**src/logic/ratio_load_pkg.sv**
```systemverilog
// Notes on behaviour
// - swallow latch stores, copies low bits forward
// - swallow update keeps first buffer unchanged
// - swallow update keeps configuration unchanged
// - reference write applies top bits at once
// - reference write fills first buffer only
// - extra strobe copies first to second buffer unless a load pulse lands with it
// - counter finishes present cycle before new ratio
package ratio_load_pkg;
    localparam int REF_WIDTH = 16;
    localparam int REF_LOW_WIDTH = 13;
    localparam int REF_TOP_LSB = 13;
    localparam int SWALLOW_WIDTH = 6;
    localparam int MAIN_WIDTH = 12;
    localparam int CONFIG_WIDTH = 8;
    localparam int PRESCALE_MODULUS = 64;
    localparam logic [15:0] REF_RESET = 16'h0000;
    localparam logic [12:0] REF_LOW_RESET = 13'h0001;
    localparam logic [5:0] SWALLOW_RESET = 6'h00;
    localparam logic [11:0] MAIN_RESET = 12'h000;
    localparam logic [7:0] CONFIG_RESET = 8'h00;
endpackage

```
**src/logic/ref_counter.sv**
```systemverilog
`timescale 1ns/1ns
`default_nettype none
module ref_counter (
    input wire logic clk_sys,
    input wire logic rst,
    input wire logic clkEn,
    input wire logic [12:0] ratio,
    output logic compareTick
);
    logic [12:0] count;
    logic [12:0] next_count;
    logic next_tick;
    always_comb begin
        next_count = count - 13'h0001;
        next_tick = 1'b0;
        if (count <= 13'h0001) begin
            next_count = ratio;
            next_tick = 1'b1;
        end
    end
    always_ff @(posedge clk_sys) begin
        if (rst) begin
            count <= ratio_load_pkg::REF_LOW_RESET;
            compareTick <= 1'b0;
        end else if (clkEn) begin
            count <= next_count;
            compareTick <= next_tick;
        end
    end
    count_steps_a: assert property (@(posedge clk_sys) disable iff (rst)
        clkEn && count > 13'h0001 |=> count == $past(count) - 13'h0001)
        else $error("reference count jumped mid cycle");
endmodule
`default_nettype wire

```
**src/logic/divider_ratio_load_control.sv**
```systemverilog
`timescale 1ns/1ns
`default_nettype none
module divider_ratio_load_control (
    input wire logic clk_sys,
    input wire logic rst,
    input wire logic clkEn,
    input wire logic refLoad,
    input wire logic swallowLoad,
    input wire logic mainLoad,
    input wire logic configLoad,
    input wire logic latch_strobe_n,
    input wire logic [15:0] loadData,
    output logic [2:0] refSelect,
    output logic [12:0] refFirstBuf,
    output logic [12:0] refRatio,
    output logic [5:0] swallowRatio,
    output logic [11:0] mainRatio,
    output logic [7:0] configBits,
    output logic phaseCompareTick
);
    logic strobePrev;
    logic strobeRise;
    logic [2:0] next_refSelect;
    logic [12:0] next_refFirstBuf;
    logic [12:0] next_refRatio;
    logic [5:0] next_swallowRatio;
    logic [11:0] next_mainRatio;
    logic [7:0] next_configBits;

    // any load pulse this cycle; a strobe edge then counts for nothing
    function automatic logic anyLoad(
        input logic r,
        input logic s,
        input logic m,
        input logic c
    );
        return r || s || m || c;
    endfunction

    // strobe completes on its rising edge, like a latch pulse
    assign strobeRise = latch_strobe_n && !strobePrev;

    always_comb begin
        next_refSelect = refSelect;
        next_refFirstBuf = refFirstBuf;
        next_refRatio = refRatio;
        next_swallowRatio = swallowRatio;
        next_mainRatio = mainRatio;
        next_configBits = configBits;
        if (refLoad) begin
            next_refSelect = loadData[15:13];
            // low bits wait in first buffer
            next_refFirstBuf = loadData[12:0];
        end
        if (swallowLoad) begin
            next_swallowRatio = loadData[5:0];
            next_refRatio = refFirstBuf;
        end
        if (strobeRise && !anyLoad(refLoad, swallowLoad, mainLoad, configLoad)) begin
            next_refRatio = refFirstBuf;
        end
        if (mainLoad) begin
            next_mainRatio = loadData[11:0];
        end
        if (configLoad) begin
            next_configBits = loadData[7:0];
        end
    end

    always_ff @(posedge clk_sys) begin
        if (rst) begin
            strobePrev <= 1'b1;
            refSelect <= ratio_load_pkg::REF_RESET[15:13];
            refFirstBuf <= ratio_load_pkg::REF_LOW_RESET;
            refRatio <= ratio_load_pkg::REF_LOW_RESET;
            swallowRatio <= ratio_load_pkg::SWALLOW_RESET;
            mainRatio <= ratio_load_pkg::MAIN_RESET;
            configBits <= ratio_load_pkg::CONFIG_RESET;
        end else if (clkEn) begin
            strobePrev <= latch_strobe_n;
            refSelect <= next_refSelect;
            refFirstBuf <= next_refFirstBuf;
            refRatio <= next_refRatio;
            swallowRatio <= next_swallowRatio;
            mainRatio <= next_mainRatio;
            configBits <= next_configBits;
        end
    end

    ref_counter refCount (
        .clk_sys(clk_sys),
        .rst(rst),
        .clkEn(clkEn),
        .ratio(refRatio),
        .compareTick(phaseCompareTick)
    );

    swallow_copy_a: assert property (@(posedge clk_sys) disable iff (rst)
        clkEn && swallowLoad && !refLoad |=> refRatio == $past(refFirstBuf))
        else $error("swallow load did not copy first buffer");
    swallow_first_a: assert property (@(posedge clk_sys) disable iff (rst)
        clkEn && swallowLoad && !refLoad |=> $stable(refFirstBuf))
        else $error("swallow load changed first buffer");
    swallow_config_a: assert property (@(posedge clk_sys) disable iff (rst)
        clkEn && swallowLoad && !configLoad |=> $stable(configBits))
        else $error("swallow load changed configuration");
    ref_top_a: assert property (@(posedge clk_sys) disable iff (rst)
        clkEn && refLoad |=> refSelect == $past(loadData[15:13]))
        else $error("top reference bits not applied");
    ref_hold_a: assert property (@(posedge clk_sys) disable iff (rst)
        clkEn && refLoad && !swallowLoad |=> $stable(refRatio) && $stable(swallowRatio))
        else $error("reference write changed active ratio");
    strobe_copy_a: assert property (@(posedge clk_sys) disable iff (rst)
        clkEn && strobeRise && !anyLoad(refLoad, swallowLoad, mainLoad, configLoad)
        |=> refRatio == $past(refFirstBuf) && $stable(configBits))
        else $error("strobe did not copy first buffer");
    strobe_keeps_a: assert property (@(posedge clk_sys) disable iff (rst)
        clkEn && strobeRise && !anyLoad(refLoad, swallowLoad, mainLoad, configLoad)
        |=> $stable(refFirstBuf) && $stable(swallowRatio))
        else $error("strobe changed first buffer or swallow value");
    // a strobe edge that meets a load is dropped, not deferred
    strobe_refused_a: assert property (@(posedge clk_sys) disable iff (rst)
        clkEn && strobeRise && !swallowLoad && (refLoad || mainLoad || configLoad)
        |=> $stable(refRatio))
        else $error("strobe copied while a load was pending");
    ref_swallow_a: assert property (@(posedge clk_sys) disable iff (rst)
        clkEn && refLoad && swallowLoad |=> refRatio == $past(refFirstBuf))
        else $error("joint load did not forward old first buffer");
    main_load_a: assert property (@(posedge clk_sys) disable iff (rst)
        clkEn && mainLoad |=> mainRatio == $past(loadData[11:0]))
        else $error("main ratio not stored");
    config_load_a: assert property (@(posedge clk_sys) disable iff (rst)
        clkEn && configLoad |=> configBits == $past(loadData[7:0]))
        else $error("configuration not stored");
    // enable low must freeze every stored ratio
    freeze_ratio_a: assert property (@(posedge clk_sys) disable iff (rst)
        !clkEn |=> $stable(refRatio) && $stable(refFirstBuf) && $stable(swallowRatio))
        else $error("ratio moved while enable low");
    freeze_misc_a: assert property (@(posedge clk_sys) disable iff (rst)
        !clkEn |=> $stable(refSelect) && $stable(mainRatio) && $stable(configBits))
        else $error("register moved while enable low");
    freeze_tick_a: assert property (@(posedge clk_sys) disable iff (rst)
        !clkEn |=> $stable(phaseCompareTick))
        else $error("compare tick moved while enable low");
endmodule
`default_nettype wire

```
**config.mk**
```make
export PLATFORM = sky130hd
export DESIGN_NAME = divider_ratio_load_control
export DESIGN_NICKNAME = d
export VERILOG_FILES = /design/src/logic/ratio_load_pkg.sv /design/src/logic/ref_counter.sv /design/src/logic/divider_ratio_load_control.sv
export SDC_FILE = /design/constraint.sdc
export NUM_CORES = 1
export LEC_CHECK = 0
export BUFFER_PORTS_ARGS = -buffer_cell sky130_fd_sc_hd__buf_2
export CAP_MARGIN = 20
export CORE_ASPECT_RATIO = 2
export CORE_MARGIN = 4
export CORE_UTILIZATION = 38
export DETAILED_ROUTE_END_ITERATION = 12
export MAX_ROUTING_LAYER = met4
export PLACE_DENSITY_LB_ADDON = 0.3
export SYNTH_ARGS = -nofsm -noshare
export SYNTH_HDL_FRONTEND = slang
export SYNTH_SLANG_ARGS = --single-unit
export TNS_END_PERCENT = 50
```
**constraint.sdc**
```tcl
create_clock -name clk_sys -period 5.46 [get_ports clk_sys]
set_input_delay 1.092 -clock clk_sys [delete_from_list [all_inputs] [get_ports clk_sys]]
set_output_delay 1.092 -clock clk_sys [all_outputs]
set_load 0.005 [all_outputs]
```
== After elaboration in Yosys (flattened, before gate mapping) ==
Index checks and enable logic that the tools add are counted.

* Input bits: 24
* Bits in registers: 70
* Memories kept: 0
* Output and inout port bits: 56
* Memory bits (read-only): 0
* Latch bits: 0
* Memory bits (writable): 0

* Muxes and demuxes: 4
* Bitwise gates (word level): 0
* Add/subtract/negate cells: 1
* $lt $le $gt $ge: 1
* $mul: 0
* Shifts and indexed selects: 0
* Div/mod/pow operators: 0
* Equal/unequal tests: 0
* Reduce and logical (&&, ||, !) cells: 13

{| class="wikitable"
|+ Operators by type and width
! cell !! count
|-
| 2-to-1 mux 13 bit || 3
|-
| less-or-equal comparator 13 x 1 -> 1 bit, second input constant || 1
|-
| subtractor 13 x 1 -> 13 bit, second input constant || 1
|-
| AND reduction 2 bit || 5
|-
| logical OR 1 bit || 3
|-
| logical AND 1 bit || 2
|-
| logical NOT 1 bit || 2
|-
| nonzero test 2 bit || 1
|-
| 2-to-1 mux 1 bit || 1
|}

== Longest topological paths before layout ==
Gate-level depths: netlist (run 1).

* Word-level depth: 7
* Depth in mapped cells: 6

== Modules after synthesis ==
A second synthesis (run 1) with hierarchy kept.

* Cells, all modules: 399
* Area, all modules: 3243.1 um^2

{| class="wikitable"
|+ Modules (own cells, without submodules)
! module !! cells each !! area an instance (um^2) !! sequential area each (um^2) !! instances
|-
| divider_ratio_load_control || 297 || 2372.3 || 1121.1 || 1
|-
| ref_counter || 102 || 870.8 || 280.3 || 1
|}

== Worst setup path before layout (run 1) ==
Ideal clock, no wire load.

* Path kind: input to register
* Start: input clkEn
* End: register refCount.count[12]
* Stages on the path: 5
* Arrival: 2.408 ns
* Required time: 5.386 ns
* Slack: 2.978 ns
* Buffers on the path: 1
* Cell sequence: clkbuf_8 -> or4bb_1 -> or4_1 -> a211o_1 -> a31oi_1

{| class="wikitable"
|+ RTL lines
! what !! line !! source
|-
| start: declaration || divider_ratio_load_control.sv:6 || <nowiki>input wire logic clkEn,</nowiki>
|-
| end signal: assignment || ref_counter.sv:23 || <nowiki>count <= ratio_load_pkg::REF_LOW_RESET;</nowiki>
|-
| end signal: assignment || ref_counter.sv:26 || <nowiki>count <= next_count;</nowiki>
|-
| end: declaration || ref_counter.sv:10 || <nowiki>logic [12:0] count;</nowiki>
|}

==> results of run 1 <==
-- registers in the layout, indices dropped and copies added, names as in the netlist --
name                  flops
configBits                8
mainRatio                12
refCount.compareTick      1
refCount.count           13
refFirstBuf              13
refRatio                 13
refSelect                 3
strobePrev                1
swallowRatio              6
-- metrics by stage --
| step | utilization [%] | instance area, sq um |
|---|---|---|
| finish | 48.8 | 3540 |
| global route | 48.8 | 3540 |
| CTS | 48.8 | 3540 |
| detailed placement | 44.9 | 3260 |
| global placement | 44.9 | 3260 |
| floorplan | - | 2840 |
-- routing by layer --
metal | track usage (%) | share of wire (%) | up-vias
met5 | - | 0 | -
met4 | 10.2 | 2.7 | 0
met3 | 3.78 | 3.8 | 20
met2 | 34.8 | 56 | 75
met1 | 18.5 | 37 | 1249
li1 | - | - | 1372
-- power breakdown --
group | internal, W | switching [W] | leakage, nW
Combinational | 0.000155 | 0.000285 | 0.758
Sequential | 0.000573 | 0.0000649 | 0.572
Clock | 0.000345 | 0.000198 | 0.137
-- final cells by class --
type                       count  area share (%)
sequential                    70            39.5
multi-input combinational    254            37.4
clock buffer                  16            7.94
tap                           92            3.25
timing repair buffer          80            11.4
inverter                       5           0.530
-- tightest hold or removal path: stages, from the launching register on --
cell	delay (ns)
dfxtp_1	0.31
nand2_1	0.05
a21oi_1	0.05
-- cell families after synthesis --
group / Yosys count / synth area share (%)
buffers and inverters: 28 / 4.09
and+or+nand+nor: 150 / 24.2
DFF: 70 / 49.3
muxes: 1 / 0.352
adders and majority gates: 2 / 0.881
AOI/OAI and AO/OA: 93 / 18.7
xor gates and xnor gates: 8 / 2.47
-- path summary, 6_finish.rpt --
kind	from	end	slack (ns)	cells after the start
setup / recovery	clkEn	refCount.count[12]$_SDFFE_PP0P_	2.70	5
hold reg to reg	mainRatio[6]$_SDFFE_PP0P_	mainRatio[6]$_SDFFE_PP0P_	0.46	2
setup reg to reg	refCount.count[7]$_SDFFE_PP0P_	refCount.count[4]$_SDFFE_PP0P_	3.30	4
hold / removal	mainRatio[6]$_SDFFE_PP0P_	mainRatio[6]$_SDFFE_PP0P_	0.46	2
-- cell usage in the layout, fill, tap and decap left out, types with 5 or more instances in the layout --
cell type   n
clkbuf_16   9
a211oi_1    5
nand2_1    81
xor2_1      6
nand3_1    37
o21ai_0    13
dfxtp_1    70
a21oi_1    59
buf_2      79
nor3_1      9
==> results.py, run 1 <==
metrics = {
    "drt": {
        "drc": 0,
        "ant_nets": 0,
        "via_per_inst": 5.25,
        "routed_wl_microns": 8000,
        "drt_pass1_iterations": 5,
        "drt_iter0_drc": 154,
        "vias": 2716,
        "wl_per_cell_microns": 15.5,
    },
    "timing": {
        "slew_headroom_pct": 34.5,
        "postLayoutSetupSlackWorst_ns": 2.70,
        "setup_viol": 0,
        "hold_viol": 0,
        "slew_viol_final": 0,
        "setup-tns-final_ns": 0,
        "hold_slack_ns": 0.455,
        "rsz0062_at_grt": "no",
        "fin_crit_ns": 2.76,
        "worstMarginPinSlew_ns": 0.981,
        "finalCritPeriodShare_pct": 50.6,
        "skew_ns": 0.00388,
        "max_freq_mhz": 362,
    },
    "clock_network": {
        "cts-htree-levels": 3,
        "clock-sinks": 70,
        "tritoncts": "done",
        "clkTransAtPathRegs_ns": 0.05,
        "numCtsBuffers": 9,
        "clock-root-buffer": "clkbuf_16",
        "worstSkewPairLatency_ns": 0.33,
        "ctsHoldBuffers": 0,
        "post_cts.repair.setup_buffers": 0,
        "cts_resized": 0,
        "clk_path_buf_depth": 2,
    },
    "power": {
        "leakagePower_nw": 1.47,
        "total_power_w": 0.00162,
        "p_per_area_nw_per_um2": 457,
        "ir_worst_vdd_mv": 0.253,
    },
    "placement": {
        "port_buffers": 79,
        "dp.cells": 501,
        "place_ws_ns": 2.38,
        "place_congestion": 0.880,
        "dp_hpwl_microns": 5900,
    },
    "global_routing": {
        "grt_max_degree": 67,
        "grt_pass1_vias": 2710,
        "grt_usage_pct": 18.9,
        "antenna_found_initial": 0,
        "overflow": 0,
        "grt_pass1_wl_microns": 13200,
    },
    "synth": {
        "yosys-top-cells-count": "81 x nand2_1, 70 x dfxtp_1, 59 x a21oi_1",
        "yosys_warnings": 0,
        "async_flop_share_pct": 0,
        "netlist_top_cells_area": "dfxtp_1 49%, nand2_1 11%, a21oi_1 10%, nand3_1 6.5%, clkbuf_1 2.5%",
        "ys_types": 42,
        "syn_nets": 378,
        "yosysTopAreaCellShare_pct": 49.3,
        "ys_ff_latch": 70,
        "syn_inst": 352,
        "ys.flop_type": "dfxtp_1",
        "seq_area_frac_synth_pct": 49.3,
        "yosysMostFrequentCell": "nand2_1",
        "avgSynthCellArea_sq_um": 8.07,
        "synth_top_area_cell": "dfxtp_1",
        "netlist_area_sq_um": 2840,
        "synth_edf_count": 0,
    },
    "worst_hold_path": {
        "hp-class": "reg -> reg",
    },
    "finish": {
        "area_growth_pct": 24.7,
        "regArea_sq_um": 1400,
        "layout-drive-gt1-share_pct": 22.6,
        "diodes": 0,
        "finalNetCount": 446,
        "fillCellCount": 791,
        "multi_input_area_sq_um": 1320,
        "final_cells": 517,
    },
    "floorplan": {
        "die_area_sq_um": 9010,
        "io_pins": 80,
        "rows": 44,
        "die_w_microns": 69.1,
        "start_util_pct": 39.1,
        "die_h_microns": 130,
        "core_sq_um": 7270,
    },
    "critical_path": {
        "slowest_delay_ns": 0.59,
        "path_buf_inv": 1,
        "cp-end-kind": "flop",
        "cp.arrival_ns": 3.01,
        "start_kind": "input pin",
        "crit_slowest_cell": "buf_2",
        "crit_type": "in -> reg",
        "worst-path-max-fanout": 46,
        "crit_family": "simple AND/OR/NAND/NOR gates",
        "cp_cell_sequence": "buf_2, or4bb_1, or4_1, a211o_1, a31oi_1",
        "cp.required_ns": 5.71,
    },
    "flow_run": {
        "cap_violations": 0,
    },
    "outcome": {
        "run_status": "finished, final reports clean",
    },
}
Power figures use the tool's default switching activity.
==> run 2, diff against run 1 <==
clock period = 2.75 ns   (was 5.46 ns; I/O delays follow)
==> run 2 against run 1 <==
Against the previous run: global-route usage decreased by 0.37 points; worst setup slack got worse by 2.0 ns; routed wire length increased by 2.0%; sequential power increased by 97%; hold slack got worse by 0.0064 ns; first-iteration DRC count increased by 13%; clock-buffer cell count decreased by 3; power increased by 120%; register-to-register slack got worse by 2.6 ns; sequential share of layout area decreased by 1.1 points; clock skew about the same; largest power group is now clock.
==> results.py, run 2 (synthesis results as in run 1) <==
metrics = {
    "timing": {
        "rsz0062_at_grt": "no",
        "postLayoutSetupSlackWorst_ns": 0.654,
        "slew_viol_final": 0,
        "worstMarginPinSlew_ns": 0.591,
        "max_freq_mhz": 477,
        "setup-tns-final_ns": 0,
        "fin_crit_ns": 2.10,
        "setup_viol": 0,
        "slew_headroom_pct": 60.2,
        "finalCritPeriodShare_pct": 76.2,
        "hold_viol": 0,
        "skew_ns": 0.00426,
    },
    "clock_network": {
        "worstSkewPairLatency_ns": 0.33,
        "clock-root-buffer": "clkbuf_16",
        "post_cts.repair.setup_buffers": 0,
        "tritoncts": "done",
        "cts-htree-levels": 3,
        "clk_path_buf_depth": 2,
        "cts_resized": 0,
        "numCtsBuffers": 9,
        "clock-sinks": 70,
        "clkTransAtPathRegs_ns": 0.06,
        "ctsHoldBuffers": 0,
    },
    "floorplan": {
        "io_pins": 80,
        "rows": 44,
        "start_util_pct": 39.1,
        "die_w_microns": 69.1,
        "core_sq_um": 7270,
        "die_h_microns": 130,
        "die_area_sq_um": 9010,
    },
    "placement": {
        "place_ws_ns": 0.568,
        "port_buffers": 79,
        "dp_hpwl_microns": 6170,
        "place_congestion": 0.952,
    },
    "global_routing": {
        "grt_pass1_vias": 2711,
        "grt_usage_pct": 18.6,
        "grt_max_degree": 34,
        "overflow": 0,
        "grt_pass1_wl_microns": 13000,
        "antenna_found_initial": 1,
    },
    "drt": {
        "via_per_inst": 5.39,
        "vias": 2825,
        "ant_nets": 0,
        "drc": 0,
        "drt_pass1_iterations": 5,
        "routed_wl_microns": 8160,
        "drt_iter0_drc": 174,
        "wl_per_cell_microns": 15.6,
    },
    "finish": {
        "area_growth_pct": 28.3,
        "finalNetCount": 452,
        "layout_commonest_cell": "nand2_1",
        "top_regs": "refCount.count x13, refFirstBuf x13, refRatio x13",
        "layout-drive-gt1-share_pct": 24.4,
        "final_cell_mix": "81 x nand2_1, 79 x buf_2, 70 x dfxtp_1, 59 x a21oi_1, 37 x nand3_1",
    },
    "critical_path": {
        "worst-path-max-fanout": 5,
        "start_kind": "flop",
        "slowest_delay_ns": 0.51,
        "cp-end-kind": "flop",
        "cp_cell_sequence": "inv_1, ha_1, or4bb_1, or4_1, a211o_1, a31oi_1",
        "crit_slowest_cell": "or4bb_1",
        "cp.required_ns": 3.00,
        "crit_type": "reg -> reg",
        "cp.arrival_ns": 2.35,
    },
    "power": {
        "p_per_area_nw_per_um2": 958,
        "leakagePower_nw": 1.52,
        "total_power_w": 0.00349,
        "ir_worst_vdd_mv": 0.518,
    },
    "worst_hold_path": {
        "hp-class": "reg -> reg",
    },
    "flow_run": {
        "cap_violations": 0,
    },
    "outcome": {
        "run_status": "finished, final reports clean",
    },
}
-- run 2: per-layer routing --
metal  share of wire, %  global-route usage, %  vias to the layer above  wire length [microns]
li1                   -                      -                     1387                      -
met5                  0                      -                        -                      0
met3                3.9                   2.85                       19                    317
met4                3.4                   11.4                        0                    274
met2                 56                   34.2                       85                   4560
met1                 37                   18.0                     1334                   3000
-- run 2: final timing paths --
path / startpoint / slack, ns / end / cells after the start
worst min-delay path: mainRatio[7]$_SDFFE_PP0P_ / 0.45 / mainRatio[7]$_SDFFE_PP0P_ / 2
worst min register to register: mainRatio[7]$_SDFFE_PP0P_ / 0.45 / mainRatio[7]$_SDFFE_PP0P_ / 2
worst max register to register: refCount.count[0]$_SDFFE_PP1P_ / 0.65 / refCount.count[12]$_SDFFE_PP0P_ / 6
worst max-delay path: refCount.count[0]$_SDFFE_PP1P_ / 0.65 / refCount.count[12]$_SDFFE_PP0P_ / 6
-- run 2: cell type report --
class                   instances  area, sq um
diodes                          1         2.50
fillers                       782         3620
multi-input cells             254         1320
repair buffers                 86          448
well taps                      92          115
clock buffers                  13          270
flip-flops and latches         70         1400
inverters                       5         18.8
clock inverters                 3         65.1
-- run 2: power by group --
group | total, W | switching [W] | leakage (nW) | internal, W
clock | 0.00127 | 0.000401 | 0.166 | 0.000866
combinational | 0.000965 | 0.000606 | 0.786 | 0.000359
sequential | 0.00126 | 0.000120 | 0.572 | 0.00114
-- run 2: stage by stage --
stage	instances	cell area, sq um	hold slack, ns	util [%]
2_1_floorplan	352	2840	0.453	-
3_3_place_gp	506	3300	0.440	45.4
3_5_place_dp	506	3300	0.444	45.4
4_1_cts	522	3630	0.451	50.0
5_1_grt	524	3640	0.469	50.2
6_report	524	3640	0.449	50.2
-- run 2: critical path, delay by kind of cell, from the launching register on --
kind            cells  cell delay (ns)
compound gates      2             0.40
fa+ha+maj           1             0.27
buf+inv             1             0.08
flops               1             0.33
simple gates        2             0.94
